**src/logic/exception_report_restart_regs.vh**
```
`ifndef EXCEPTION_REPORT_RESTART_REGS_VH
`define EXCEPTION_REPORT_RESTART_REGS_VH
`define IDX_ADDR_REPORT 4'h4
`define IDX_DATA_REPORT 4'h5
`define IDX_CTRL_REPORT 4'h6
`define IDX_PC_ZERO 4'h7
`define IDX_PC_ONE 4'h8
`define IDX_PC_TWO 4'h9
`define IDX_STATUS 4'ha
`define CTRL_TOP_HI 31
`define CTRL_TOP_LO 24
`define CTRL_CR_HI 23
`define CTRL_CR_LO 16
`define CTRL_LS 15
`define CTRL_ML 14
`define CTRL_ST 13
`define CTRL_LA 12
`define CTRL_RSVD 11
`define CTRL_TF 10
`define CTRL_TR_HI 9
`define CTRL_TR_LO 2
`define CTRL_NN 1
`define CTRL_CV 0
`define CTRL_WMASK 32'hfffff7ff
`define STAT_FZ 0
`define RST_WORD 32'h00000000
`define RST_STATUS 1'b0
`endif

```
**src/logic/exception_report_restart.v**
```verilog
// The APB slave port was decided locally.
`timescale 1ns/1ps
`default_nettype none
`include "exception_report_restart_regs.vh"
module exception_report_restart (
    // clock, reset, enable
    input wire ref_clk_i,
    input wire sys_rst_i,
    input wire clk_en_i,
    // apb slave
    input wire psel_i,
    input wire penable_i,
    input wire pwrite_i,
    input wire [7:0] paddr_i,
    input wire [31:0] pwdata_i,
    output reg [31:0] prdata_o,
    output reg pready_o,
    output reg pslverr_o,
    // pipeline program counter inputs
    input wire [31:0] exec_pc_i,
    input wire [31:0] next_pc_i,
    // trap requests from the priority logic
    input wire trap_take_i,
    input wire trap_async_i,
    input wire trap_curr_i,
    input wire trap_warn_i,
    input wire fetch_fault_i,
    input wire branch_taken_i,
    // bus access observation
    input wire acc_start_i,
    input wire acc_load_i,
    input wire [31:0] acc_addr_i,
    input wire [31:0] acc_wdata_i,
    input wire [7:0] acc_instr_bits_i,
    input wire [7:0] acc_count_i,
    input wire acc_multiple_i,
    input wire acc_set_i,
    input wire acc_lock_i,
    input wire [7:0] acc_target_i,
    input wire acc_done_i,
    input wire acc_target_overwritten_i,
    input wire bus_err_i,
    // interrupt return instruction
    input wire interrupt_return_op_i,
    // restart and trap outputs
    output reg replay_o,
    output reg [31:0] replay_addr_o,
    output reg [31:0] replay_data_o,
    output reg [31:0] replay_ctrl_o,
    output reg data_access_trap_o,
    output reg fetch_trap_o,
    output reg [31:0] prog_counter_zero_o,
    output reg [31:0] prog_counter_one_o,
    output reg [31:0] prog_counter_two_o
);

    // two-flop synchroniser for the external error pin
    reg err_meta;
    reg err_sync;

    reg [31:0] access_addr_report;
    reg [31:0] access_data_report;
    reg [31:0] access_control_report;
    reg [31:0] prog_counter_zero;
    reg [31:0] prog_counter_one;
    reg [31:0] prog_counter_two;
    reg freeze_bit;
    reg acc_busy;
    reg fetch_pending;
    reg [31:0] next_rdata;
    reg next_err;

    wire [3:0] idx = paddr_i[5:2];
    wire aligned = (paddr_i[1:0] == 2'b00) && (paddr_i[7:6] == 2'b00);
    // writes land at the edge that sees the answer, not before
    wire wr_strobe = psel_i && penable_i && pwrite_i && pready_o;
    wire rd_strobe = psel_i && penable_i && !pwrite_i && !pready_o;
    wire ctrl_write = wr_strobe && aligned && (idx == `IDX_CTRL_REPORT);
    // one write select per software-visible register
    wire wr_addr = wr_strobe && aligned && (idx == `IDX_ADDR_REPORT);
    wire wr_data = wr_strobe && aligned && (idx == `IDX_DATA_REPORT);
    wire wr_pc_zero = wr_strobe && aligned && (idx == `IDX_PC_ZERO);
    wire wr_pc_one = wr_strobe && aligned && (idx == `IDX_PC_ONE);
    wire wr_pc_two = wr_strobe && aligned && (idx == `IDX_PC_TWO);
    wire wr_status = wr_strobe && aligned && (idx == `IDX_STATUS);
    wire capture = acc_start_i && !freeze_bit;
    wire warn_capture = trap_take_i && trap_warn_i && acc_busy;
    wire fault_now = acc_busy && err_sync;

    // synchroniser for the error input
    always @(posedge ref_clk_i)
    begin
        if (sys_rst_i)
        begin
            err_meta <= 1'b0;
            err_sync <= 1'b0;
        end
        else if (clk_en_i)
        begin
            err_meta <= bus_err_i;
            err_sync <= err_meta;
        end
    end

    // read decode
    always @*
    begin
        next_rdata = `RST_WORD;
        next_err = 1'b0;
        if (!aligned)
            next_err = 1'b1;
        else
        begin
            case (idx)
                `IDX_ADDR_REPORT: next_rdata = access_addr_report;
                `IDX_DATA_REPORT: next_rdata = access_data_report;
                `IDX_CTRL_REPORT: next_rdata = access_control_report & `CTRL_WMASK;
                `IDX_PC_ZERO: next_rdata = prog_counter_zero;
                `IDX_PC_ONE: next_rdata = prog_counter_one;
                `IDX_PC_TWO: next_rdata = prog_counter_two;
                `IDX_STATUS: next_rdata = {31'h00000000, freeze_bit};
                default: next_err = 1'b1;
            endcase
        end
    end

    // apb handshake: one wait state, answer in the second access cycle
    always @(posedge ref_clk_i)
    begin
        if (sys_rst_i)
        begin
            pready_o <= 1'b0;
            pslverr_o <= 1'b0;
            prdata_o <= `RST_WORD;
        end
        else if (clk_en_i)
        begin
            if (psel_i && penable_i && !pready_o)
            begin
                pready_o <= 1'b1;
                pslverr_o <= next_err;
                prdata_o <= rd_strobe ? next_rdata : `RST_WORD;
            end
            else
            begin
                pready_o <= 1'b0;
                pslverr_o <= 1'b0;
            end
        end
    end

    // an access stays open from its start until done or a fault ends it
    always @(posedge ref_clk_i)
    begin
        if (sys_rst_i)
            acc_busy <= 1'b0;
        else if (clk_en_i)
        begin
            if (acc_start_i)
                acc_busy <= 1'b1;
            else if (acc_done_i || fault_now)
                acc_busy <= 1'b0;
        end
    end

    // freeze: set on trap entry (a warning trap only with an access open), cleared by return; return beats trap beats software
    always @(posedge ref_clk_i)
    begin
        if (sys_rst_i)
            freeze_bit <= `RST_STATUS;
        else if (clk_en_i)
        begin
            if (interrupt_return_op_i)
                freeze_bit <= 1'b0;
            else if (trap_take_i && (!trap_warn_i || warn_capture))
                freeze_bit <= 1'b1;
            else if (wr_status)
                freeze_bit <= pwdata_i[`STAT_FZ];
        end
    end

    // channel address follows every unfrozen access
    always @(posedge ref_clk_i)
    begin
        if (sys_rst_i)
            access_addr_report <= `RST_WORD;
        else if (clk_en_i)
        begin
            if (capture)
                access_addr_report <= acc_addr_i;
            else if (wr_addr)
                access_addr_report <= pwdata_i;
        end
    end

    // channel data follows every unfrozen access
    always @(posedge ref_clk_i)
    begin
        if (sys_rst_i)
            access_data_report <= `RST_WORD;
        else if (clk_en_i)
        begin
            if (capture)
                access_data_report <= acc_wdata_i;
            else if (wr_data)
                access_data_report <= pwdata_i;
        end
    end

    // control word capture, fault marking, software writes
    always @(posedge ref_clk_i)
    begin
        if (sys_rst_i)
            access_control_report <= `RST_WORD;
        else if (clk_en_i)
        begin
            // software writes first, hardware events override
            if (ctrl_write)
                access_control_report <= pwdata_i & `CTRL_WMASK;
            if (capture)
            begin
                access_control_report[`CTRL_TOP_HI:`CTRL_TOP_LO] <= acc_instr_bits_i;
                access_control_report[`CTRL_CR_HI:`CTRL_CR_LO] <= acc_count_i;
                access_control_report[`CTRL_LS] <= acc_load_i;
                access_control_report[`CTRL_ML] <= acc_multiple_i;
                access_control_report[`CTRL_ST] <= acc_set_i;
                access_control_report[`CTRL_LA] <= acc_lock_i;
                access_control_report[`CTRL_RSVD] <= 1'b0;
                access_control_report[`CTRL_TF] <= 1'b0;
                access_control_report[`CTRL_TR_HI:`CTRL_TR_LO] <= acc_target_i;
                access_control_report[`CTRL_NN] <= 1'b0;
                access_control_report[`CTRL_CV] <= 1'b1;
            end
            else if (acc_done_i && acc_busy && !freeze_bit)
                access_control_report[`CTRL_CV] <= 1'b0;
            if (fault_now && !freeze_bit)
                access_control_report[`CTRL_TF] <= 1'b1; // set wins over clear
            if (acc_busy && acc_target_overwritten_i && access_control_report[`CTRL_LS]
                && !freeze_bit)
                access_control_report[`CTRL_NN] <= 1'b1;
        end
    end

    // prefetch faults wait for execution and die on a taken branch
    always @(posedge ref_clk_i)
    begin
        if (sys_rst_i)
        begin
            fetch_pending <= 1'b0;
            fetch_trap_o <= 1'b0;
        end
        else if (clk_en_i)
        begin
            fetch_trap_o <= 1'b0;
            if (branch_taken_i)
                fetch_pending <= 1'b0;
            else if (fetch_fault_i)
                fetch_pending <= 1'b1;
            if (fetch_pending && !branch_taken_i && trap_take_i)
            begin
                fetch_trap_o <= 1'b1;
                fetch_pending <= 1'b0;
            end
        end
    end

    // pc zero holds the instruction after the trap point
    always @(posedge ref_clk_i)
    begin
        if (sys_rst_i)
            prog_counter_zero <= `RST_WORD;
        else if (clk_en_i)
        begin
            if (trap_take_i)
                prog_counter_zero <= next_pc_i;
            else if (wr_pc_zero)
                prog_counter_zero <= pwdata_i;
        end
    end

    // pc one and two on trap entry, chosen by trap category
    always @(posedge ref_clk_i)
    begin
        if (sys_rst_i)
        begin
            prog_counter_one <= `RST_WORD;
            prog_counter_two <= `RST_WORD;
        end
        else if (clk_en_i)
        begin
            if (wr_pc_one)
                prog_counter_one <= pwdata_i;
            if (wr_pc_two)
                prog_counter_two <= pwdata_i;
            if (trap_take_i)
            begin
                if (trap_async_i)
                    prog_counter_one <= exec_pc_i; // first unexecuted
                else if (trap_curr_i)
                    prog_counter_one <= exec_pc_i;
                else
                begin
                    prog_counter_one <= next_pc_i;
                    prog_counter_two <= exec_pc_i;
                end
            end
        end
    end

    // restart request on interrupt return and the channel copy it carries
    always @(posedge ref_clk_i)
    begin
        if (sys_rst_i)
        begin
            replay_o <= 1'b0;
            replay_addr_o <= `RST_WORD;
            replay_data_o <= `RST_WORD;
            replay_ctrl_o <= `RST_WORD;
        end
        else if (clk_en_i)
        begin
            replay_o <= interrupt_return_op_i && access_control_report[`CTRL_CV]
                && !access_control_report[`CTRL_NN];
            replay_addr_o <= access_addr_report;
            replay_data_o <= access_data_report;
            replay_ctrl_o <= access_control_report; // count resumes mid-sequence
        end
    end

    // data access trap stands while the faulted bit is set
    always @(posedge ref_clk_i)
    begin
        if (sys_rst_i)
            data_access_trap_o <= 1'b0;
        else if (clk_en_i)
            data_access_trap_o <= access_control_report[`CTRL_TF];
    end

    // program counter copies for the handler
    always @(posedge ref_clk_i)
    begin
        if (sys_rst_i)
        begin
            prog_counter_zero_o <= `RST_WORD;
            prog_counter_one_o <= `RST_WORD;
            prog_counter_two_o <= `RST_WORD;
        end
        else if (clk_en_i)
        begin
            prog_counter_zero_o <= prog_counter_zero;
            prog_counter_one_o <= prog_counter_one;
            prog_counter_two_o <= prog_counter_two;
        end
    end

endmodule
`default_nettype wire

```
**config.mk**
```make
export PLATFORM = sky130hd
export DESIGN_NAME = exception_report_restart
export DESIGN_NICKNAME = d
export VERILOG_FILES = /design/src/logic/exception_report_restart.v
export VERILOG_INCLUDE_DIRS = /design/src /design/src/logic
export SDC_FILE = /design/constraint.sdc
export NUM_CORES = 1
export LEC_CHECK = 0
export BUFFER_PORTS_ARGS = -buffer_cell sky130_fd_sc_hd__buf_2
export CORE_MARGIN = 2
export CORE_UTILIZATION = 48
export DETAILED_ROUTE_END_ITERATION = 10
export GPL_TIMING_DRIVEN = 0
export PLACE_DENSITY = 0.76
export SYNTH_ARGS = -nofsm -noshare
export SYNTH_HDL_FRONTEND = slang
export SYNTH_SLANG_ARGS = --single-unit
```
**constraint.sdc**
```tcl
create_clock -name ref_clk_i -period 1.9 [get_ports ref_clk_i]
set_input_delay 0.38 -clock ref_clk_i [delete_from_list [all_inputs] [get_ports ref_clk_i]]
set_output_delay 0.38 -clock ref_clk_i [all_outputs]
set_load 0.01 [all_outputs]
```
[Yosys cells after proc, flatten, opt, wreduce, memory -nomap -nowiden]
Index checks and enable logic that the tools add are counted.
Cells by class
  eq/ne operators: 7
  multiplexer cells: 36
  reductions and logical operators: 64
Operators with widths (number)
  $mux W32: 17
  $pmux W32 S7: 1
  $mux W31: 1
  $logic_and A1 B1 Y1: 30
  $reduce_and A2 Y1: 12
  $mux W1: 17
  $eq A4 B3 Y1 const B: 4
  $reduce_bool A3 Y1: 5
  $eq A4 B4 Y1 const B: 3
  $reduce_bool A2 Y1: 6
  $reduce_or A7 Y1: 1
  $logic_not A1 Y1: 6
  $logic_not A2 Y1: 2
  $logic_or A1 B1 Y1: 2
Word-level totals
  flip-flop bits (word level): 426
  output and inout port bits: 229

[Logic depth before layout (Yosys ltp)]
Gate-level depths: netlist of the first run.
  depth in word-level cells: 9
  gate-level depth with buffers: 8

[Least setup slack after synthesis of the first run]
Ideal clock, no wire load.
  path kind: in2reg
  start: in paddr_i[1]
  end: reg prog_counter_one[10]
  arrival: 1.757 ns
  data required time: 1.830 ns
  setup slack: 0.073 ns
  stages on the path: 5
  cells stage by stage: nor4_2 > a41oi_2 > clkbuf_1 > a311o_1 > a21oi_1
On the way
  word-level cells in the longest chain between the ends: 6
Ends and longest elaborated chain
  start: declaration: RTL line exception_report_restart.v:14  | input wire [7:0] paddr_i,
  $logic_not A2 Y1: RTL line exception_report_restart.v:74  | wire aligned = (paddr_i[1:0] == 2'b00) && (paddr_i[7:6] == 2'b00);
  $logic_and A1 B1 Y1: RTL line exception_report_restart.v:74
  $logic_and A1 B1 Y1 (2 in a row): RTL line exception_report_restart.v:83  | wire wr_pc_one = wr_strobe && aligned && (idx == `IDX_PC_ONE);
  $reduce_bool A2 Y1 (no line)
  $reduce_and A2 Y1 (no line)
  end signal: assignment: RTL line exception_report_restart.v:286  | prog_counter_one <= `RST_WORD;
  end signal: assignment: RTL line exception_report_restart.v:292  | prog_counter_one <= pwdata_i;
  end signal: assignment: RTL line exception_report_restart.v:298  | prog_counter_one <= exec_pc_i;
  end: declaration: RTL line exception_report_restart.v:65  | reg [31:0] prog_counter_one;
No other way between the ends.
A chain may end at the register's enable or synchronous reset.

[Worst setup path after layout of the first run]
  start: reg freeze_bit
  end: reg access_addr_report[21]
On the way
  word-level cells in the longest chain between the ends: 4
  elaborated cells on any way between the ends: 5
Ends and longest elaborated chain
  start: declaration: RTL line exception_report_restart.v:67  | reg freeze_bit;
  start signal: assignment: RTL line exception_report_restart.v:170  | freeze_bit <= `RST_STATUS;
  start signal: assignment: RTL line exception_report_restart.v:178  | freeze_bit <= pwdata_i[`STAT_FZ];
  $logic_not A1 Y1 *: RTL line exception_report_restart.v:86  | wire capture = acc_start_i && !freeze_bit;
  $logic_and A1 B1 Y1 *: RTL line exception_report_restart.v:86
  $reduce_bool A2 Y1 (no line)
  $reduce_and A2 Y1 (no line)
  end signal: assignment: RTL line exception_report_restart.v:186  | access_addr_report <= `RST_WORD;
  end signal: assignment: RTL line exception_report_restart.v:190  | access_addr_report <= acc_addr_i;
  end signal: assignment: RTL line exception_report_restart.v:192  | access_addr_report <= pwdata_i;
  end: declaration: RTL line exception_report_restart.v:61  | reg [31:0] access_addr_report;
Mark *: on every way between the ends. The rest lies on a longest branch, timed or not.

==> results of run 1 <==
[kinds of logic (layout without fill, tap and decap cells)]
group / after synthesis / after routing / share of synthesized area (%)
and+or+nand+nor: 557 / 557 / 13.5
muxes: 257 / 257 / 14.6
other: 1 / 8 / 0.0212
AOI/OAI and AO/OA: 502 / 502 / 19.8
buffers and inverters: 182 / 696 / 4.30
DFF: 423 / 423 / 47.9
[tightest hold or removal path, stage by stage]
cell and delay, ps:
buf_2 100, nand4b_1 100, a21oi_1 60
[layout make-up]
cell class | instances | area (um^2) | share of cell area [%]
inverter | 4 | 15.0 | 0.0677
multi-input combinational | 1317 | 8500 | 38.4
timing repair buffer | 440 | 2200 | 9.95
clock inverter | 11 | 135 | 0.610
buffer | 177 | 916 | 4.13
tap | 468 | 586 | 2.64
antenna | 7 | 17.5 | 0.0790
sequential | 423 | 8470 | 38.2
clock buffer | 64 | 1320 | 5.94
[worst max path at each step]
stage,cells past startpoint,endpoint,startpoint
2_1_floorplan,5,prog_counter_one[10],paddr_i[1]
3_3_place_gp,8,prdata_o[5],paddr_i[5]
3_5_place_dp,7,access_addr_report[29],paddr_i[4]
4_1_cts,5,prog_counter_one[18],pready_o
5_1_grt,4,prog_counter_one_o[29],sys_rst_i
6_report,5,access_addr_report[21],freeze_bit
[report_power, final]
group / leakage (nW) / internal [W] / switching [W]
Combinational: 5.74 / 0.000944 / 0.00173
Sequential: 3.45 / 0.00926 / 0.000350
Clock: 0.715 / 0.00519 / 0.00365
[per-layer routing]
layer,part of all wire [%],GRT usage (%),up-vias
li1,-,-,7873
met1,37,50.5,8669
met2,43,62.6,1519
met4,6.8,23.0,8
met3,13,10.9,381
met5,0.070,0,-
[placed cells by master (no fill, tap or decap), types with 7 or more instances in the layout]
cell	synthesis	routed
mux2i_1	256	256
a22o_1	33	33
o21ai_0	35	35
a211oi_1	156	156
clkbuf_16	0	45
clkbuf_4	0	13
clkbuf_8	0	13
diode_2	0	7
buf_2	56	484
a21oi_1	137	137
clkbuf_1	109	73
nand2_1	71	71
and2_1	33	33
buf_4	2	19
dfxtp_1	423	423
nand3_1	31	31
clkbuf_2	0	26
a22oi_1	93	93
nor2_1	386	385
a311o_1	32	32
[metrics by stage]
step,hold WS (ps),TNS (ps),power [W],cell area [um^2],util [%]
4_1_cts,130,0,0.0209,22100,60.6
6_report,136,0,0.0211,22200,60.8
5_1_grt,149,-59.2,0.0215,22200,60.8
3_3_place_gp,453,-217130,0.0122,20500,56.2
2_1_floorplan,449,0,0.0111,17700,-
3_5_place_dp,459,-230290,0.0123,20500,56.2
[repair_timing]
action                     4_1_cts  5_1_grt
gates cloned                     0        0
pin swaps                        0        1
setup endpoints to repair      223      174
gates resized for setup         72       52
setup buffers                    0        1
==> summary.txt, run 1 <==
Worst hold path
  – Hold WC Path Type: in2reg
  – Hold Path Cell Cnt: 3
  – Hold path endpoint: fetch_trap_o
  – Min-delay src: branch_taken_i

GRT
  – First-pass GRT wire length: 113000 um
  – Vias in the first global route: 17235
  – GRT overflow: 0
  – Largest net degree at the start of global routing: 14
  – Total GRT Usage: 40.3%
  – Initial antenna violation count: 10

Clock network
  – CTS root buf: clkbuf_16
  – CTS Buf Count: 43
  – Worst skew pair latency: 560 ps
  – CTS tree: yes
  – Reg clk slew, reported paths: 60 ps
  – CTS Buffer Depth: 3
  – Htree depth: 2
  – Cts hold-fix bufs: 0
  – Clock Sink Count: 423

Placement
  – Pre-CTS setup slack: -926 ps
  – GPL Wtd Cong: 0.988
  – Cell count after placement: 2829
  – IO buf count: 439
  – Post-detail-place hpwl: 59500 um

Yosys
  – Post-synth EDFFs: 0
  – Synth area leaders: dfxtp_1 48%, mux2i_1 14%, nor2_1 8.2%
  – Synth warn: 0
  – Yosys cell types: 46
  – Seq cells post-synth: 423
  – Syn avg cell area: 9.20 um^2
  – Part of the Yosys area used for sequential elements: 47.9%
  – Async SR Flop Fraction: 0%
  – Synth area leader: dfxtp_1
  – Synth top cells by count: 423 x dfxtp_1, 386 x nor2_1, 256 x mux2i_1
  – Synth Flop Type: dfxtp_1
  – Synthesized cell area: 17700 um^2
  – Yosys top cell area share: 47.9%
  – Syn Inst Count: 1922
  – Synth Net Count: 2135
  – Most frequent cell after synthesis: dfxtp_1

Die
  – Core footprint: 36400 um^2
  – Die Y: 196 um
  – I/O pin total: 442
  – Die area: 38400 um^2
  – Cell Rows: 70
  – Effective utilization at floorplan: 48.5%
  – DIE WIDTH: 196 um

STA
  – Crit path time final: 1890 ps
  – Max-slew violation count: 0
  – Slew Limit Headroom: 38.4%
  – Final hold violation count: 0
  – Least-Margin Pin Slew: 924 ps
  – Max Clk Rate: 528 MHz
  – Final worst-path cycle share: 99.7%
  – Worst Clk Skew: 17.6 ps
  – Setup-failing EPs final: 0
  – Setup WS post-layout: 6.44 ps

Final layout
  – Fraction of layout cells with a size suffix above 1: 25.7%
  – Final net count: 2619
  – FILL cells: 3238
  – P&R area growth vs syn: 25.3%
  – Cell Count, Final, Fillers Out: 2911

Pwr
  – Leakage: 9.91 nW
  – Power per cell area: 953 nW/um^2
  – VDD IR max: 0.548 mV

Status
  – Outcome: complete, no violations

Detailed routing
  – Vias per std cell: 6.34
  – 1st-iter DRT viols: 2493
  – DR pass1 iterations: 8
  – Routed WL: 80900 um
  – Total number of vias: 18450
  – Wire per inst: 27.8 um
  – DRT antenna net count: 0
  – DRC: 0

Setup path
  – Worst path top cell family by delay: buffers and inverters
  – Crit path kind: reg2reg
  – Buf+Inv Stages, Crit Path: 2
  – Worst R2R Setup Slack: 6 ps
  – Worst-path cell chain: nor2b_2, clkbuf_4, buf_2, a21oi_1, a211oi_1
  – CP Data Required Time: 2360 ps
  – Reg2reg end: access_addr_report[21]
  – Crit path launch type: flip-flop
  – Arrival time of the worst setup path: 2350 ps
  – Worst r2r src: freeze_bit
  – Worst-path fanout max: 10
  – Crit. End Element: flip-flop
  – Crit-path max cell delay: 400 ps
  – Worst r2r path cells: 5
  – Slowest CP cell: buf_2

Job
  – # Max-Cap Violations: 0
No activity file was read; power rests on OpenSTA's default activity.
==> run 2: changes to the inputs <==
- REMOVE_ABC_BUFFERS: unset -> 1
==> run 2 against run 1 <==
Net effect: the flow now finishes with violations (setup timing); die area unchanged; wire length down 11%; global-route usage down 5.0 points; worst setup slack worse by 61 ps; first-iteration DRC count down 29%; cell area up 3.3%; power up 1.1%; clock skew down 3.6 ps; utilization up 2.0 points; critical path depth down 2; hold slack worse by 84 ps.
==> summary.txt, run 2 (synthesis gave the netlist of run 1 again) <==
STA
  – Hold_ws: 52.0 ps (was 136 ps)
  – Setup TNS: -54.7 ps (was 0 ps)
  – RSZ-0062 raised after global routing: yes
  – Setup WS post-layout: -54.7 ps (was 6.44 ps)
  – Crit path time final: 1950 ps (was 1890 ps)
  – Final hold violation count: 0 (unchanged)
  – Slew Limit Headroom: 28.0% (was 38.4%)
  – Max-slew violation count: 0 (unchanged)
  – Least-Margin Pin Slew: 1080 ps (was 924 ps)
  – Max Clk Rate: 512 MHz (was 528 MHz)
  – Setup-failing EPs final: 1 (was 0)
  – Worst Clk Skew: 14.0 ps (was 17.6 ps)
  – Final worst-path cycle share: 103% (was 99.7%)

GRT
  – Met1 Use GR: 45.8% (was 50.5%)
  – Grt peak-use layer: met2 (unchanged)
  – Total GRT Usage: 35.3% (was 40.3%)
  – Vias in the first global route: 16605 (was 17235)
  – Met2 Resource Use GR: 54.7% (was 62.6%)
  – Largest net degree at the start of global routing: 160 (was 14)
  – First-pass GRT wire length: 102000 um (was 113000 um)
  – Initial antenna violation count: 10 (unchanged)
  – Met3 Usage GRT: 8.82% (was 10.9%)
  – GRT overflow: 0 (unchanged)

Setup path
  – Worst-path fanout max: 16 (was 10)
  – CP Data Required Time: 2360 ps (about the same)
  – Crit path launch type: flip-flop (unchanged)
  – Arrival time of the worst setup path: 2410 ps (was 2350 ps)
  – Crit path kind: reg2reg (unchanged)
  – Crit. End Element: flip-flop (unchanged)

Final layout
  – Cell area after layout: 22900 um^2 (was 22200 um^2)
  – Fraction of layout cells with a size suffix above 1: 26.8% (was 25.7%)
  – P&R area growth vs syn: 29.4% (was 25.3%)
  – Most frequent cells in the layout: 437 x buf_2, 421 x dfxtp_1, 384 x nor2_1 (was 484 x buf_2, 423 x dfxtp_1, 385 x nor2_1)
  – Final net count: 2538 (was 2619)
  – Commonest non-fill, non-tap cell in the layout: buf_2 (unchanged)

Pwr
  – Leakage: 10.1 nW (was 9.91 nW)
  – Overall power: 0.0214 W (was 0.0211 W)
  – VDD IR max: 0.686 mV (was 0.548 mV)
  – Power per cell area: 933 nW/um^2 (was 953 nW/um^2)

Die
  – Die area: 38400 um^2 (unchanged)
  – I/O pin total: 442 (unchanged)
  – Effective utilization at floorplan: 48.5% (unchanged)
  – Cell Rows: 70 (unchanged)
  – DIE WIDTH: 196 um (unchanged)
  – Die Y: 196 um (unchanged)
  – Core footprint: 36400 um^2 (unchanged)

Job
  – # Max-Cap Violations: 0 (unchanged)

Status
  – Outcome: complete, but fails checks (was complete, no violations)
  – Failing checks: setup timing

Placement
  – Cell Area, Placed: 20400 um^2 (was 20500 um^2)
  – Post-detail-place hpwl: 39800 um (was 59500 um)
  – GPL Wtd Cong: 0.847 (was 0.988)
  – IO buf count: 440 (was 439)
  – Pre-CTS setup slack: -1470 ps (was -926 ps)

Clock network
  – CTS tree: yes (unchanged)
  – Reg clk slew, reported paths: 70 ps (was 60 ps)
  – Worst skew pair latency: 590 ps (was 560 ps)
  – CTS Buf Count: 45 (was 43)
  – Htree depth: 2 (unchanged)
  – CTS Buffer Depth: 3 (unchanged)
  – Clock Sink Count: 423 (unchanged)
  – Cts hold-fix bufs: 0 (unchanged)
  – CTS root buf: clkbuf_16 (unchanged)

Detailed routing
  – Total number of vias: 17639 (was 18450)
  – DRC: 0 (unchanged)
  – DR pass1 iterations: 7 (was 8)
  – Vias per std cell: 6.22 (was 6.34)
  – DRT antenna net count: 0 (unchanged)
  – 1st-iter DRT viols: 1769 (was 2493)
  – Wire per inst: 25.5 um (was 27.8 um)
  – Routed WL: 72300 um (was 80900 um)

Worst hold path
  – Hold WC Path Type: in2reg (unchanged)
## run 2: cell count changes in the layout (fill, tap and decap cells not counted), moves of 6 or more
cell	previous run	this run
clkbuf_4	13	0
a41o_4	0	14
clkbuf_1	73	11
buf_2	484	437
buf_12	0	18
buf_8	0	9
buf_4	19	31
buf_6	4	14
clkbuf_2	26	0
clkbuf_8	13	7
buf_16	0	7
## run 2: path summary, 6_finish.rpt
path / from / to / slack [ps] / cells past startpoint
hold / removal: bus_err_i / err_meta / 50 / 3
setup / recovery: freeze_bit / access_addr_report[1] / -50 / 3
setup reg to reg: freeze_bit / access_addr_report[1] / -50 / 3
hold reg to reg: pslverr_o / pslverr_o / 470 / 2
## run 2: worst max-delay path: stages, from the launching register on
cell and delay, ps:
dfxtp_2 400, nor2b_2 810, a21oi_1 190, a211oi_1 420
## run 2: metrics by stage
step | std cells | utilization [%]
after floorplan | 1744 | -
after global placement | 2652 | 54.1
after detailed placement | 2683 | 56.1
after CTS | 2802 | 61.7
after global routing | 2832 | 62.8
final | 2835 | 62.8
## run 2: layout make-up
class	count	area (um^2)
Fill cell	2948	13500
Timing Repair Buffer	520	3370
Clock buffer	65	1310
Antenna cell	7	17.5
Tap cell	468	586
Inverter	4	15.0
Clock inverter	17	199
Multi-Input combinational cell	1331	8910
Sequential cell	423	8470
## run 2: power by group
| part | total [W] | internal, W | leakage, nW | switching [W] |
|---|---|---|---|---|
| Combinational | 0.00270 | 0.00106 | 5.88 | 0.00164 |
| Clock | 0.00910 | 0.00535 | 0.735 | 0.00375 |
| Sequential | 0.00956 | 0.00926 | 3.45 | 0.000296 |
## run 2: per-layer routing
metal	vias to the layer above	routed length [um]
met5	-	32
met4	6	3930
met3	268	8750
met2	1229	31700
met1	8357	27900
li1	7779	-
## run 2: repair_timing
action | CTS | global route
setup buffers | 23 | 21
pin swaps | 18 | 2
gates cloned | 14 | 5
gates resized for setup | 23 | 17
endpoints found under the setup margin | 198 | 156
hold endpoints to repair | 0 | 0
